### config.mk
export PLATFORM = sky130hd
export DESIGN_NAME = fbpam_top
export DESIGN_NICKNAME = d
export VERILOG_FILES = /design/src/verilog/fbpam_pkg.sv /design/src/verilog/fbpam_decode.sv /design/src/verilog/fbpam_top.sv
export SDC_FILE = /design/constraint.sdc
export NUM_CORES = 1
export LEC_CHECK = 0
export BUFFER_PORTS_ARGS = -buffer_cell sky130_fd_sc_hd__buf_2
export CORE_AREA = 3 3 161 163
export CTS_CLUSTER_DIAMETER = 150
export DETAILED_ROUTE_END_ITERATION = 8
export DIE_AREA = 0 0 164 166
export PLACE_DENSITY = 0.77
export SLEW_MARGIN = 20
export SYNTH_ARGS = -nofsm -noshare
export SYNTH_HDL_FRONTEND = slang
export SYNTH_SLANG_ARGS = --single-unit
### constraint.sdc
create_clock -name clk_sys -period 8.1 [get_ports clk_sys]
set_input_delay 0.81 -clock clk_sys [delete_from_list [all_inputs] [get_ports clk_sys]]
set_output_delay 0.81 -clock clk_sys [all_outputs]
set_load 0.01 [all_outputs]
### src/verilog/fbpam_pkg.sv
// Shared constants for the fieldbus parameter address map block.
// Assumes byte addressing on the register bus, one 32-bit word per register.
package fbpam_pkg;
	// Register byte offsets
	localparam logic [5:0] OFF_MAP_SEL = 6'h00;
	localparam logic [5:0] OFF_WORD_ORDER = 6'h04;
	localparam logic [5:0] OFF_APPLY = 6'h08;
	localparam logic [5:0] OFF_TABLE_REV = 6'h0C;
	localparam logic [5:0] OFF_KIND = 6'h10;
	localparam logic [5:0] OFF_FILE_REV = 6'h14;
	localparam logic [5:0] OFF_WEB_RSV = 6'h18;
	localparam logic [5:0] OFF_STATUS = 6'h1C;

	// Status register field positions
	localparam int ST_MODE_LSB = 32'h0;
	localparam int ST_ORDER = 32'h2;
	localparam int ST_BUSY = 32'h3;
	localparam int ST_RUN = 32'h4;

	// Reset values
	localparam logic [1:0] RST_MAP_SEL = 2'h0;
	localparam logic RST_ORDER = 1'h1;
	localparam logic [15:0] RST_WEB_RSV = 16'h0000;

	// Word order encodings
	localparam logic ORDER_HI_FIRST = 1'h1;
	localparam logic ORDER_LO_FIRST = 1'h0;

	// Mapping arithmetic
	localparam logic [15:0] M0_16_MUL = 16'h0064;
	localparam logic [15:0] M0_32_BASE = 16'h4E20;
	localparam logic [15:0] M0_32_MUL = 16'h00C8;
	localparam logic [15:0] M0_MAX = 16'h0063;
	localparam logic [7:0] M3_IDX_LIM = 8'h80;

	// Half-word write enables and exception code
	localparam logic [1:0] HALF_HI = 2'h2;
	localparam logic [1:0] HALF_LO = 2'h1;
	localparam logic [7:0] EXC_ILLEGAL_ADDR = 8'h02;

	typedef enum logic [1:0] {
		FBPAM_MODE0 = 2'b00,
		FBPAM_MODE1 = 2'b01,
		FBPAM_MODE2 = 2'b10,
		FBPAM_MODE3 = 2'b11
	} fbpam_mode_t;
endpackage

### src/verilog/fbpam_decode.sv
// Register number to group/index decoder, one cycle latency.
// Assumes start is a one-cycle pulse and inputs hold during that cycle.
`timescale 1ns/1ps
module fbpam_decode (
	input wire logic clk_sys,
	input wire logic arst_n,
	input wire logic start,
	input wire fbpam_pkg::fbpam_mode_t mode,
	input wire logic [15:0] reg_num,
	output logic done,
	output logic legal,
	output logic [7:0] group,
	output logic [7:0] index,
	output logic wide,
	output logic second
);
	typedef struct packed {
		logic done;
		logic legal;
		logic [7:0] group;
		logic [7:0] index;
		logic wide;
		logic second;
	} fbpam_dec_t;

	fbpam_dec_t st_q;
	fbpam_dec_t st_d;
	logic [15:0] q;
	logic [15:0] r;
	logic [15:0] a;

	always_comb begin
		q = 16'h0000;
		r = 16'h0000;
		a = 16'h0000;
		st_d = st_q;
		st_d.done = start;
		if (start) begin
			st_d.wide = 1'b0;
			st_d.second = 1'b0;
			case (mode)
			fbpam_pkg::FBPAM_MODE0: begin
				if (reg_num < fbpam_pkg::M0_32_BASE) begin
					q = reg_num / fbpam_pkg::M0_16_MUL;
					r = reg_num % fbpam_pkg::M0_16_MUL;
				end else begin
					a = reg_num - fbpam_pkg::M0_32_BASE;
					q = a / fbpam_pkg::M0_32_MUL;
					r = (a % fbpam_pkg::M0_32_MUL) >> 1;
					st_d.second = a[0];
					st_d.wide = 1'b1;
				end
				st_d.group = q[7:0];
				st_d.index = r[7:0];
				st_d.legal = q != 16'h0000 && q <= fbpam_pkg::M0_MAX &&
					r != 16'h0000;
			end
			fbpam_pkg::FBPAM_MODE1: begin
				st_d.group = reg_num[15:8];
				st_d.index = reg_num[7:0];
				st_d.legal = reg_num[15:8] != 8'h00 &&
					reg_num[7:0] != 8'h00;
			end
			fbpam_pkg::FBPAM_MODE2: begin
				st_d.group = {1'b0, reg_num[15:9]};
				st_d.index = reg_num[8:1];
				st_d.second = reg_num[0];
				st_d.wide = 1'b1;
				st_d.legal = reg_num[15:9] != 7'h00 &&
					reg_num[8:1] != 8'h00;
			end
			default: begin
				st_d.group = reg_num[15:8];
				st_d.index = {1'b0, reg_num[7:1]};
				st_d.second = reg_num[0];
				st_d.wide = 1'b1;
				st_d.legal = reg_num[15:8] != 8'h00 &&
					reg_num[7:1] != 7'h00;
			end
			endcase
		end
	end

	always_ff @(posedge clk_sys or negedge arst_n) begin
		if (!arst_n) begin
			st_q <= '0;
		end else begin
			st_q <= st_d;
		end
	end

	assign done = st_q.done;
	assign legal = st_q.legal;
	assign group = st_q.group;
	assign index = st_q.index;
	assign wide = st_q.wide;
	assign second = st_q.second;
endmodule

### src/verilog/fbpam_top.sv
// Fieldbus parameter address map: register file, request translation.
// Assumes Modbus request and parameter store logic share clk_sys;
// drive_running comes from another domain and is synchronised.
// Operation
// Word order 1: high word of a 32-bit value in first register.
// Word order 0: low word of a 32-bit value in first register.
// Each 16-bit register goes out high byte first, then low byte.
// Mapping mode 0 to 3 selects decoding; mode 0 after reset.
// Mode 0 16-bit: register = 100 * group + index, 1 to 99.
// Mode 0 32-bit: register = 20000 + 200 * group + 2 * index.
// Mode 1: register = 256 * group + index; no 32-bit access.
// Mode 2 32-bit: 512 * group + 2 * index, groups to 127.
// Mode 3 32-bit: 256 * group + 2 * index, indexes below 128.
// Writing apply 1 applies changed settings, then reads 0 again.
// Apply refused while the drive runs; software should not try.
// Reserved web settings have no effect on the block.
// Read-only table revision reported.
// Read-only drive kind code reported; writes leave it alone.
// Read-only mapping file revision reported, decimal number.
// Undecodable register gets illegal-address answer, no access.
`timescale 1ns/1ps
module fbpam_top (
	input wire logic clk_sys,
	input wire logic arst_n,
	input wire logic [5:0] avs_address,
	input wire logic avs_read,
	input wire logic avs_write,
	input wire logic [31:0] avs_writedata,
	input wire logic [3:0] avs_byteenable,
	output logic [31:0] avs_readdata,
	output logic avs_waitrequest,
	input wire logic mb_req_valid,
	output logic mb_req_ready,
	input wire logic [15:0] mb_reg,
	input wire logic mb_write,
	input wire logic [15:0] mb_wdata,
	output logic mb_rsp_valid,
	output logic [7:0] mb_rsp_byte,
	output logic mb_rsp_last,
	output logic mb_rsp_illegal,
	output logic par_req,
	output logic par_write,
	output logic [7:0] par_group,
	output logic [7:0] par_index,
	output logic par_wide,
	output logic [1:0] par_half_en,
	output logic [31:0] par_wdata,
	input wire logic par_ack,
	input wire logic [31:0] par_rdata,
	output logic cfg_apply_req,
	input wire logic cfg_apply_done,
	input wire logic drive_running,
	input wire logic [15:0] table_rev_in,
	input wire logic [15:0] drive_kind_in,
	input wire logic [15:0] file_rev_in
);
	typedef enum logic [2:0] {
		FBPAM_IDLE = 3'b000,
		FBPAM_DECODE = 3'b001,
		FBPAM_PARAM = 3'b010,
		FBPAM_SEND_LO = 3'b011
	} fbpam_state_t;

	typedef struct packed {
		logic [1:0] map_sel;
		logic order_pend;
		fbpam_pkg::fbpam_mode_t mode_act;
		logic order_act;
		logic apply;
		logic apply_req;
		logic [15:0] web_rsv;
		logic wait_r;
		logic [31:0] rdata;
		logic run_s1;
		logic run_s2;
		fbpam_state_t state;
		logic req_ready;
		logic dec_start;
		logic [15:0] reg_num;
		logic write;
		logic [15:0] wdata;
		logic hi;
		logic [15:0] word;
		logic rsp_valid;
		logic [7:0] rsp_byte;
		logic rsp_last;
		logic rsp_illegal;
		logic par_req;
		logic par_write;
		logic [7:0] par_group;
		logic [7:0] par_index;
		logic par_wide;
		logic [1:0] par_half_en;
		logic [31:0] par_wdata;
	} fbpam_top_t;

	fbpam_top_t st_q;
	fbpam_top_t st_d;
	logic dec_done;
	logic dec_legal;
	logic [7:0] dec_group;
	logic [7:0] dec_index;
	logic dec_wide;
	logic dec_second;
	logic bus_req;
	logic hi_sel;
	logic [15:0] rd_word;

	function automatic logic hit(input logic [5:0] addr,
		input logic [5:0] off);
		hit = addr[5:2] == off[5:2];
	endfunction

	function automatic logic [15:0] merge16(input logic [15:0] old,
		input logic [31:0] wd, input logic [3:0] be);
		merge16 = {be[1] ? wd[15:8] : old[15:8],
			be[0] ? wd[7:0] : old[7:0]};
	endfunction

	fbpam_decode u_decode (
		.clk_sys(clk_sys),
		.arst_n(arst_n),
		.start(st_q.dec_start),
		.mode(st_q.mode_act),
		.reg_num(st_q.reg_num),
		.done(dec_done),
		.legal(dec_legal),
		.group(dec_group),
		.index(dec_index),
		.wide(dec_wide),
		.second(dec_second)
	);

	assign bus_req = avs_read | avs_write;
	// First register holds the high word only in high-first order
	assign hi_sel = st_q.order_act ? !dec_second : dec_second;
	assign rd_word = st_q.par_wide && st_q.hi ? par_rdata[31:16] :
		par_rdata[15:0];

	always_comb begin
		st_d = st_q;
		st_d.run_s1 = drive_running;
		st_d.run_s2 = st_q.run_s1;

		// Bus slave: one wait cycle, answer stands for one cycle
		st_d.wait_r = !(bus_req && st_q.wait_r);
		if (bus_req && st_q.wait_r && avs_write) begin
			if (hit(avs_address, fbpam_pkg::OFF_MAP_SEL)) begin
				if (avs_byteenable[0]) begin
					st_d.map_sel = avs_writedata[1:0];
				end
			end else if (hit(avs_address, fbpam_pkg::OFF_WORD_ORDER)) begin
				if (avs_byteenable[0]) begin
					st_d.order_pend = avs_writedata[0];
				end
			end else if (hit(avs_address, fbpam_pkg::OFF_APPLY)) begin
				// Running drive or apply in progress: write dropped
				if (avs_byteenable[0] && avs_writedata[15:0] == 16'h0001 &&
					!st_q.run_s2 && !st_q.apply) begin
					st_d.apply = 1'b1;
					st_d.apply_req = 1'b1;
				end
			end else if (hit(avs_address, fbpam_pkg::OFF_WEB_RSV)) begin
				// Stored for readback only, steers nothing
				st_d.web_rsv = merge16(st_q.web_rsv, avs_writedata,
					avs_byteenable);
			end
		end
		if (bus_req && st_q.wait_r && avs_read) begin
			st_d.rdata = 32'h0000_0000;
			if (hit(avs_address, fbpam_pkg::OFF_MAP_SEL)) begin
				st_d.rdata[1:0] = st_q.map_sel;
			end else if (hit(avs_address, fbpam_pkg::OFF_WORD_ORDER)) begin
				st_d.rdata[0] = st_q.order_pend;
			end else if (hit(avs_address, fbpam_pkg::OFF_APPLY)) begin
				st_d.rdata[0] = st_q.apply;
			end else if (hit(avs_address, fbpam_pkg::OFF_TABLE_REV)) begin
				st_d.rdata[15:0] = table_rev_in;
			end else if (hit(avs_address, fbpam_pkg::OFF_KIND)) begin
				st_d.rdata[15:0] = drive_kind_in;
			end else if (hit(avs_address, fbpam_pkg::OFF_FILE_REV)) begin
				st_d.rdata[15:0] = file_rev_in;
			end else if (hit(avs_address, fbpam_pkg::OFF_WEB_RSV)) begin
				st_d.rdata[15:0] = st_q.web_rsv;
			end else if (hit(avs_address, fbpam_pkg::OFF_STATUS)) begin
				st_d.rdata[fbpam_pkg::ST_MODE_LSB +: 2] = st_q.mode_act;
				st_d.rdata[fbpam_pkg::ST_ORDER] = st_q.order_act;
				st_d.rdata[fbpam_pkg::ST_BUSY] = st_q.apply;
				st_d.rdata[fbpam_pkg::ST_RUN] = st_q.run_s2;
			end
		end

		// Settings take effect only when applied
		if (st_q.apply_req && cfg_apply_done) begin
			st_d.mode_act = fbpam_pkg::fbpam_mode_t'(st_q.map_sel);
			st_d.order_act = st_q.order_pend;
			st_d.apply_req = 1'b0;
			st_d.apply = 1'b0;
		end

		// Modbus request path
		st_d.dec_start = 1'b0;
		st_d.rsp_valid = 1'b0;
		st_d.rsp_last = 1'b0;
		st_d.rsp_illegal = 1'b0;
		case (st_q.state)
		FBPAM_IDLE: begin
			if (mb_req_valid && st_q.req_ready) begin
				st_d.req_ready = 1'b0;
				st_d.reg_num = mb_reg;
				st_d.write = mb_write;
				st_d.wdata = mb_wdata;
				st_d.dec_start = 1'b1;
				st_d.state = FBPAM_DECODE;
			end
		end
		FBPAM_DECODE: begin
			if (dec_done) begin
				if (!dec_legal) begin
					// No parameter access for a bad number
					st_d.rsp_valid = 1'b1;
					st_d.rsp_illegal = 1'b1;
					st_d.rsp_last = 1'b1;
					st_d.rsp_byte = fbpam_pkg::EXC_ILLEGAL_ADDR;
					st_d.req_ready = 1'b1;
					st_d.state = FBPAM_IDLE;
				end else begin
					st_d.hi = dec_wide && hi_sel;
					st_d.par_req = 1'b1;
					st_d.par_write = st_q.write;
					st_d.par_group = dec_group;
					st_d.par_index = dec_index;
					st_d.par_wide = dec_wide;
					st_d.par_wdata = {st_q.wdata, st_q.wdata};
					st_d.par_half_en = dec_wide && hi_sel ?
						fbpam_pkg::HALF_HI : fbpam_pkg::HALF_LO;
					st_d.state = FBPAM_PARAM;
				end
			end
		end
		FBPAM_PARAM: begin
			if (par_ack) begin
				st_d.par_req = 1'b0;
				st_d.word = st_q.par_write ? st_q.wdata : rd_word;
				st_d.rsp_valid = 1'b1;
				st_d.rsp_byte = st_q.par_write ? st_q.wdata[15:8] :
					rd_word[15:8];
				st_d.state = FBPAM_SEND_LO;
			end
		end
		FBPAM_SEND_LO: begin
			st_d.rsp_valid = 1'b1;
			st_d.rsp_byte = st_q.word[7:0];
			st_d.rsp_last = 1'b1;
			st_d.req_ready = 1'b1;
			st_d.state = FBPAM_IDLE;
		end
		default: begin
			st_d.state = FBPAM_IDLE;
			st_d.req_ready = 1'b1;
		end
		endcase
	end

	always_ff @(posedge clk_sys or negedge arst_n) begin
		if (!arst_n) begin
			st_q <= '0;
			st_q.map_sel <= fbpam_pkg::RST_MAP_SEL;
			st_q.mode_act <= fbpam_pkg::FBPAM_MODE0;
			st_q.order_pend <= fbpam_pkg::RST_ORDER;
			st_q.order_act <= fbpam_pkg::RST_ORDER;
			st_q.web_rsv <= fbpam_pkg::RST_WEB_RSV;
			st_q.wait_r <= 1'b1;
			st_q.req_ready <= 1'b1;
			st_q.state <= FBPAM_IDLE;
		end else begin
			st_q <= st_d;
		end
	end

	assign avs_readdata = st_q.rdata;
	assign avs_waitrequest = st_q.wait_r;
	assign mb_req_ready = st_q.req_ready;
	assign mb_rsp_valid = st_q.rsp_valid;
	assign mb_rsp_byte = st_q.rsp_byte;
	assign mb_rsp_last = st_q.rsp_last;
	assign mb_rsp_illegal = st_q.rsp_illegal;
	assign par_req = st_q.par_req;
	assign par_write = st_q.par_write;
	assign par_group = st_q.par_group;
	assign par_index = st_q.par_index;
	assign par_wide = st_q.par_wide;
	assign par_half_en = st_q.par_half_en;
	assign par_wdata = st_q.par_wdata;
	assign cfg_apply_req = st_q.apply_req;
endmodule

# Word level (Yosys, flattened, before mapping)
# Index checks and enable logic that the tools add are counted.
# word_totals
reg_bits	174
input_bits	163
out_inout_bits	99
# classes
addsub	1
n_div	4
magnitude_cmp	2
eq_ne	20
n_mux	53
n_bitwise	5
n_reduce_logical	46
# op_table
cell	count
16-bit two-way mux	12
64-bit two-way mux	1
18-bit two-way mux	3
53-bit two-way mux	1
17-bit case mux with 3 select lines	1
38-bit two-way mux	1
34-bit two-way mux	1
8-bit two-way mux	4
16-bit nonzero test	2
15-bit two-way mux	2
9-bit case mux with 3 select lines	1
8-bit nonzero test	3
11-bit two-way mux	2
16-bit by 7-bit divider with 16-bit output (second input constant)	1
16-bit by 8-bit divider with 16-bit output (second input constant)	1
16-bit by 1-bit == test with 1-bit output (second input constant)	1
4-bit by 3-bit == test with 1-bit output (second input constant)	4
16-bit by 7-bit less-or-equal comparator with 1-bit output (second input constant)	1
16-bit by 15-bit less-than comparator with 1-bit output (second input constant)	1
16-bit by 7-bit modulo with 16-bit output (second input constant)	1
16-bit by 8-bit modulo with 16-bit output (second input constant)	1
4-bit AND reduction	4
16-bit by 15-bit subtractor with 16-bit output (second input constant)	1
1-bit logical AND	15
32 further kinds	66

# Logic depth before layout (Yosys ltp)
# Gate-level depths: netlist of the first run.
# depth
word_depth	10
ltp_mapped	34

# Hierarchy
# Synthesis of the first run repeated with hierarchy kept, for this count alone.
# unflattened
hier_cells	1504
area_unflattened_um2	13010.0
# modules_own_cells
mod	instances	cells_per_inst	area_per_inst_um2	seq_area_each_um2
fbpam_top	1	642	6914.1	3383.2
fbpam_decode	1	862	6095.8	500.5

# Least setup slack after synthesis of the first run
# OpenSTA, ideal clock, no wires.
# synth_timing
kind	register to register
start	reg st_q[104] in the netlist's numbering
end	reg u_decode.st_q (netlist bit u_decode.index[4])
setup_time_ps	104
t_arrival_ps	7715
t_required_ps	7996
path_slack_ps	281
path_stages_with_launch	32
path_buffers	3
cell_sequence	dfrtp_1 -> buf_6 -> inv_1 -> ha_1 -> buf_2 -> or4b_4 -> o21a_1 -> or3_1 -> or3_1 -> o211a_1 -> o311ai_2 -> a311oi_2 -> or4_4 -> and2_1 -> buf_6 -> nor3_4 -> mux2_2 -> or3_1 -> and2_1 -> mux2i_1 -> a311oi_4 -> a2111oi_4 -> nor2_2 -> a31o_1 -> a2111o_1 -> and2_1 -> o21bai_2 -> a21oi_1 -> xnor2_1 -> nor2_2 -> a211oi_2 -> o41ai_2
# synth_via
elab_chain_len	6
# synth_lines
element	line_no	text
from (decl)	fbpam_top.sv:97	fbpam_top_t st_q;
from (signal assigned)	fbpam_top.sv:277	st_q <= st_d;
16-bit by 15-bit subtractor with 16-bit output	fbpam_decode.sv:47	a = reg_num - fbpam_pkg::M0_32_BASE;
16-bit by 8-bit modulo with 16-bit output	fbpam_decode.sv:49	r = (a % fbpam_pkg::M0_32_MUL) >> 1;
16-bit two-way mux *	fbpam_decode.sv:43	if (reg_num < fbpam_pkg::M0_32_BASE) begin
16-bit two-way mux *	fbpam_decode.sv:41	case (mode)
16-bit two-way mux *	fbpam_decode.sv:38	if (start) begin
17-bit case mux with 3 select lines *	fbpam_decode.sv:41	
to (signal assigned)	fbpam_decode.sv:88	st_q <= st_d;
to (decl)	fbpam_decode.sv:26	fbpam_dec_t st_q;
# Mark *: on every way between the ends. The rest lies on a longest branch, timed or not. The select of a mux whose other input is x is not followed.
# A chain may end at the register's enable or synchronous reset.

# Worst setup path after layout of the first run
# layout_timing
start	reg st_q[103] in the netlist's numbering
end	reg u_decode.st_q (netlist bit u_decode.index[4])
# layout_via
elab_chain_len	6
# layout_lines
element	line_no
16-bit by 15-bit subtractor with 16-bit output	fbpam_decode.sv:47
16-bit by 8-bit modulo with 16-bit output	fbpam_decode.sv:49
16-bit two-way mux	fbpam_decode.sv:43
16-bit two-way mux	fbpam_decode.sv:41
16-bit two-way mux	fbpam_decode.sv:38
17-bit case mux with 3 select lines *	fbpam_decode.sv:41
# Marks and branches as above.

==> flow_summary.json, run 1 <==
{
  "status": "finished, final reports clean",
  "ys_seq_area_share_pct": 31.1,
  "ys_ff_latch": 155,
  "finalCritPeriodShare_pct": 98.0,
  "root_buffer": "clkbuf_16",
  "dp_hpwl_um": 26200,
  "crit_path_max_fanout": 9,
  "htree_num_levels": 4,
  "cp.depth": 30,
  "critPathLaunchType": "flop",
  "wire_per_inst_um": 18.7,
  "track_usage_pct": 25.1,
  "syn_to_final_growth_pct": 16.6,
  "synth_mux_area_share_pct": 11.1,
  "cts.sinks": 155,
  "max_slew_margin_pct": 26.6,
  "postSynth.asyncResetShare_pct": 100,
  "grt_max_degree": 101,
  "yosysWarningCount": 0,
  "slew_violations": 0,
  "crit_required_ns": 8.37,
  "antenna_found_initial": 1,
  "yosys-top-cells-count": "dfrtp_1 (151), nand2_1 (114), a21oi_1 (112), mux2_2 (105), buf_4 (100)",
  "dp_cells": 1866,
  "grt_pass1_wl_um": 56600,
  "synthTopCellsByArea": "dfrtp_1 (30%), mux2_2 (9.5%), buf_4 (6.0%)",
  "period_needed_ns": 7.94,
  "clk_latency_ns": 0.43,
  "synth_compound_area_share_pct": 26.5,
  "globalplace.congestion": 0.943,
  "drt-initial-drc-count": 1313,
  "synth_top_flop_cell": "dfrtp_1",
  "final_cells": 1918,
  "clk_path_buf_depth": 2,
  "synth_edf_count": 0,
  "synth_top_area_share_pct": 30.2,
  "worstSetupPathType": "flop to flop",
  "ant_nets": 0,
  "reg2reg_depth": 30,
  "worst_pin_slew_ns": 1.10,
  "vias": 11900,
  "cp_top_family": "compound AO/OA/AOI/OAI gates",
  "drc_errors": 0,
  "final_nets": 1751,
  "io_pins": 262,
  "numPortBuffers": 225,
  "via_per_inst": 6.21,
  "critPathMaxStageDelay_ns": 0.54,
  "drt_pass1_iterations": 6,
  "overflow": 0,
  "synth_top_family_by_area": "compound AO/OA/AOI/OAI gates",
  "hold_buffers": 0,
  "fin_skew_ns": 0.0145,
  "hold_depth": 0,
  "hold_viol_final": 0,
  "fill_cells": 2080,
  "drt_wl_total_um": 35800,
  "crit_top_cell": "and3_1",
  "multiInputGateArea_um2": 7790,
  "hold_class": "flop to flop",
  "die_w_um": 164,
  "cp.arrival_ns": 8.21,
  "seq_area_um2": 3880,
  "cp_num_buf_inv": 3,
  "timing.max_cap.violations": 0,
  "slowest_stage": "or3b_2",
  "synthCells": 1402,
  "utilization_pct": 59.6,
  "numCtsBuffers": 17,
  "initial_core_util_pct": 51.1,
  "clk_pin_slew_ns": 0.07,
  "synthAdderAreaFrac_pct": 1.12,
  "crit_path_end_kind": "flop",
  "die_y_um": 166,
  "synth_area_um2": 12500,
  "synth_xor_area_share_pct": 2.85,
  "fmax_ghz": 0.126,
  "rows": 57,
  "yosysMostFrequentCell": "dfrtp_1",
  "synth_top_area_cell": "dfrtp_1",
  "layout-drive-gt1-share_pct": 36.3,
  "dieArea_um2": 27200,
  "rsz0062_at_grt": "true",
  "cts_tree": "done",
  "grt_pass1_vias": 11100,
  "setup-violations-final": 0,
  "synth-simple-area-share_pct": 17.6,
  "core_area_um2": 24500,
  "ys_types": 112,
  "syn_area_per_cell_um2": 8.91
}
[routing by layer]
metal	vias up	global-route usage [%]	share of wire, %
li1	5564	-	-
met1	5712	35.0	43
met2	571	40.1	47
met3	68	4.24	7.9
met4	0	6.91	2.1
met5	-	0	0
[metrics by stage]
step / hold slack, ns / setup TNS [ns] / instance area (um^2) / setup slack [ns]
after floorplan: 0.331 / 0 / 12500 / 0.281
after global placement: 0.332 / 0 / 13500 / 0.209
after detailed placement: 0.338 / 0 / 13500 / 0.0927
after CTS: 0.353 / 0 / 14100 / 0.0483
after global routing: 0.356 / -0.483 / 14600 / -0.161
final: 0.350 / 0 / 14600 / 0.160
[cell usage in the layout (no fill, tap or decap), drive strengths merged, types with 18 or more instances in the layout]
master	instances
buf	317
dfrtp	151
a21oi	117
nand2	115
mux2	106
nor2	89
o21ai	82
nand3	44
nor3	40
a22o	32
xnor2	31
a211oi	27
inv	22
o211ai	21
clkbuf	19
mux2i	19
and2	18
[area by class of cell]
| class | count | share of cell area, % |
|---|---|---|
| flip-flops and latches | 155 | 26.7 |
| clock buffers | 19 | 2.97 |
| inverters | 20 | 0.515 |
| diodes | 1 | 0.0172 |
| well taps | 324 | 2.78 |
| clock inverters | 13 | 1.07 |
| multi-input cells | 1069 | 53.5 |
| repair buffers | 317 | 12.5 |
[registers in the layout, summed over array words and instances (netlist names), 8 cells and up]
register,flops
mb_rsp_byte,8
par_wdata,16
avs_readdata,16
u_decode.index,8
st_q,69
par_group,8
par_index,8
u_decode.group,8
[timing repair]
action,in CTS,in global routing
setup endpoints to repair,1,7
gates resized for setup,1,66
cloned,0,0
pin swaps,0,20
setup buffers,0,19
[final timing paths]
kind / start / end / slack, ns
max: st_q[103]$_DFFE_PN0P_ / u_decode.index[4]$_DFFE_PN0P_ / 0.16
min: st_d[119]$_DFF_PN0_ / st_q[119]$_DFF_PN0_ / 0.35
max reg2reg: st_q[103]$_DFFE_PN0P_ / u_decode.index[4]$_DFFE_PN0P_ / 0.16
min reg2reg: st_d[119]$_DFF_PN0_ / st_q[119]$_DFF_PN0_ / 0.35
max in group asynchronous: arst_n / par_index[2]$_DFFE_PN0P_ / 6.33
min in group asynchronous: arst_n / st_q[94]$_DFFE_PN0P_ / 0.48
[logic make-up after synthesis]
logic type                 Yosys count
DFF                                155
muxes                              125
buffers and inverters              193
other                                1
adders and majority gates           12
AOI/OAI and AO/OA                  452
xor gates and xnor gates            39
and+or+nand+nor                    425
Power of run 1 is left out: the tool's default activity adds up to more than one toggle a clock period on the data nets, which glitch-free logic cannot reach.
==> run 2, diff against run 1 <==
BUFFER_PORTS_ARGS = -buffer_cell sky130_fd_sc_hd__buf_4   (was -buffer_cell sky130_fd_sc_hd__buf_2)
==> flow_summary.json, run 2 (same netlist as run 1, synthesis figures left out) <==
{
  "numCtsBuffers": 17,
  "crit_top_cell": "buf_4",
  "dp_hpwl_um": 26100,
  "htree_num_levels": 4,
  "ant_nets": 0,
  "io_pins": 262,
  "timing.max_cap.violations": 0,
  "drt_wl_total_um": 36600,
  "fin_skew_ns": 0.0249,
  "via_per_inst": 6.26,
  "dieArea_um2": 27200,
  "period_needed_ns": 7.86,
  "grt_max_degree": 86,
  "slowest_stage": "or4b_4",
  "hold_class": "input port to async pin",
  "finalCritPeriodShare_pct": 97.1,
  "worstSetupPathType": "flop to flop",
  "slew_violations": 0,
  "grt_pass1_wl_um": 55700,
  "crit_path_max_fanout": 6,
  "numPortBuffers": 225,
  "antenna_found_initial": 1,
  "drt-initial-drc-count": 1110,
  "final_common_cell": "buf_4",
  "root_buffer": "clkbuf_16",
  "max_slew_margin_pct": 28.1,
  "syn_to_final_growth_pct": 22.0,
  "top_register": "st_q",
  "drt_pass1_iterations": 5,
  "hold_viol_final": 0,
  "initial_core_util_pct": 51.1,
  "cp.arrival_ns": 8.19,
  "drc_errors": 0,
  "grt_pass1_vias": 10800,
  "final_nets": 1745,
  "critPathMaxStageDelay_ns": 0.58,
  "setup-violations-final": 0,
  "clk_pin_slew_ns": 0.08,
  "diodes": 0,
  "hold_buffers": 0,
  "layout-drive-gt1-share_pct": 36.9,
  "vias": 12000,
  "cts.sinks": 155,
  "overflow": 0,
  "crit_required_ns": 8.43,
  "fmax_ghz": 0.127,
  "wire_per_inst_um": 19.2,
  "largest_reg_flops": 69,
  "track_usage_pct": 24.9,
  "crit_path_end_kind": "flop",
  "die_y_um": 166,
  "utilization_pct": 62.3,
  "core_area_um2": 24500,
  "rows": 57,
  "worst_pin_slew_ns": 1.08,
  "cts_tree": "done",
  "globalplace.congestion": 0.965,
  "critPathLaunchType": "flop",
  "die_w_um": 164,
  "mostFrequentLayoutCells": "buf_4 (307), dfrtp_1 (151), nand2_1 (114)",
  "clk_path_buf_depth": 2,
  "status": "finished, final reports clean",
  "clk_latency_ns": 0.44
}
[run 2: changes by cell type in the layout (fill, tap and decap cells not counted), sizes merged]
cell	before	now
buf	317	311
bufinv	2	0
clkinv	5	8
clkinvlp	4	3
diode	1	0
[run 2: final timing paths]
path	start	to	slack, ns	cells past startpoint
worst max-delay path	st_q[103]$_DFFE_PN0P_	u_decode.legal$_DFFE_PN0P_	0.24	32
worst min-delay path	arst_n	par_wdata[29]$_DFFE_PN0P_	0.37	1
worst max register to register	st_q[103]$_DFFE_PN0P_	u_decode.legal$_DFFE_PN0P_	0.24	32
worst min register to register	st_d[119]$_DFF_PN0_	st_q[119]$_DFF_PN0_	0.37	0
max in group asynchronous	arst_n	st_q[106]$_DFFE_PN0P_	6.52	2
min in group clk_sys	st_d[119]$_DFF_PN0_	st_q[119]$_DFF_PN0_	0.37	0
[run 2: final cells by class]
| type | count | area (um^2) |
|---|---|---|
| Sequential cell | 155 | 3880 |
| Fill cell | 1981 | 9220 |
| Clock buffer | 19 | 443 |
| Inverter | 20 | 75.1 |
| Timing Repair Buffer | 311 | 2350 |
| Multi-Input combinational cell | 1069 | 7980 |
| Tap cell | 324 | 405 |
| Clock inverter | 13 | 109 |
[run 2: what timing repair did]
item	in CTS	in global routing
buffers inserted	0	24
setup endpoints to repair	2	8
resized for setup	2	93
pin swaps	0	28
[run 2: metal layers]
layer / share of wire, % / vias to the layer above / wire, um / global-route usage, %
met4: 2.4 / 0 / 882 / 8.02
li1: - / 5535 / - / -
met5: 0 / - / 0 / 0
met3: 7.9 / 79 / 2890 / 4.61
met2: 47 / 567 / 17200 / 38.8
met1: 43 / 5776 / 15700 / 34.9
[run 2: stage by stage]
step	std cells	hold WS, ns	setup WS, ns	setup TNS, ns	area, um^2
global placement	1855	0.333	0.195	0	14000
finish	1911	0.366	0.235	0	15200
CTS	1887	0.362	0.0179	0	14600
global route	1911	0.374	-0.0690	-0.239	15200
floorplan	1417	0.331	0.281	0	12500
detailed placement	1855	0.347	0.0197	0	14000
[run 2: worst max-delay path, delay by kind of cell, from the launching register on]
kind | cells | cell delay (ns)
AO/OA/AOI/OAI | 13 | 2.96
buffers and inverters | 5 | 0.72
XOR/XNOR | 2 | 0.36
adder cells (fa/ha/maj) | 1 | 0.21
AND/OR/NAND/NOR | 10 | 2.68
flip-flops | 1 | 0.41
multiplexers | 1 | 0.38
Power of run 2 is left out for the same reason.
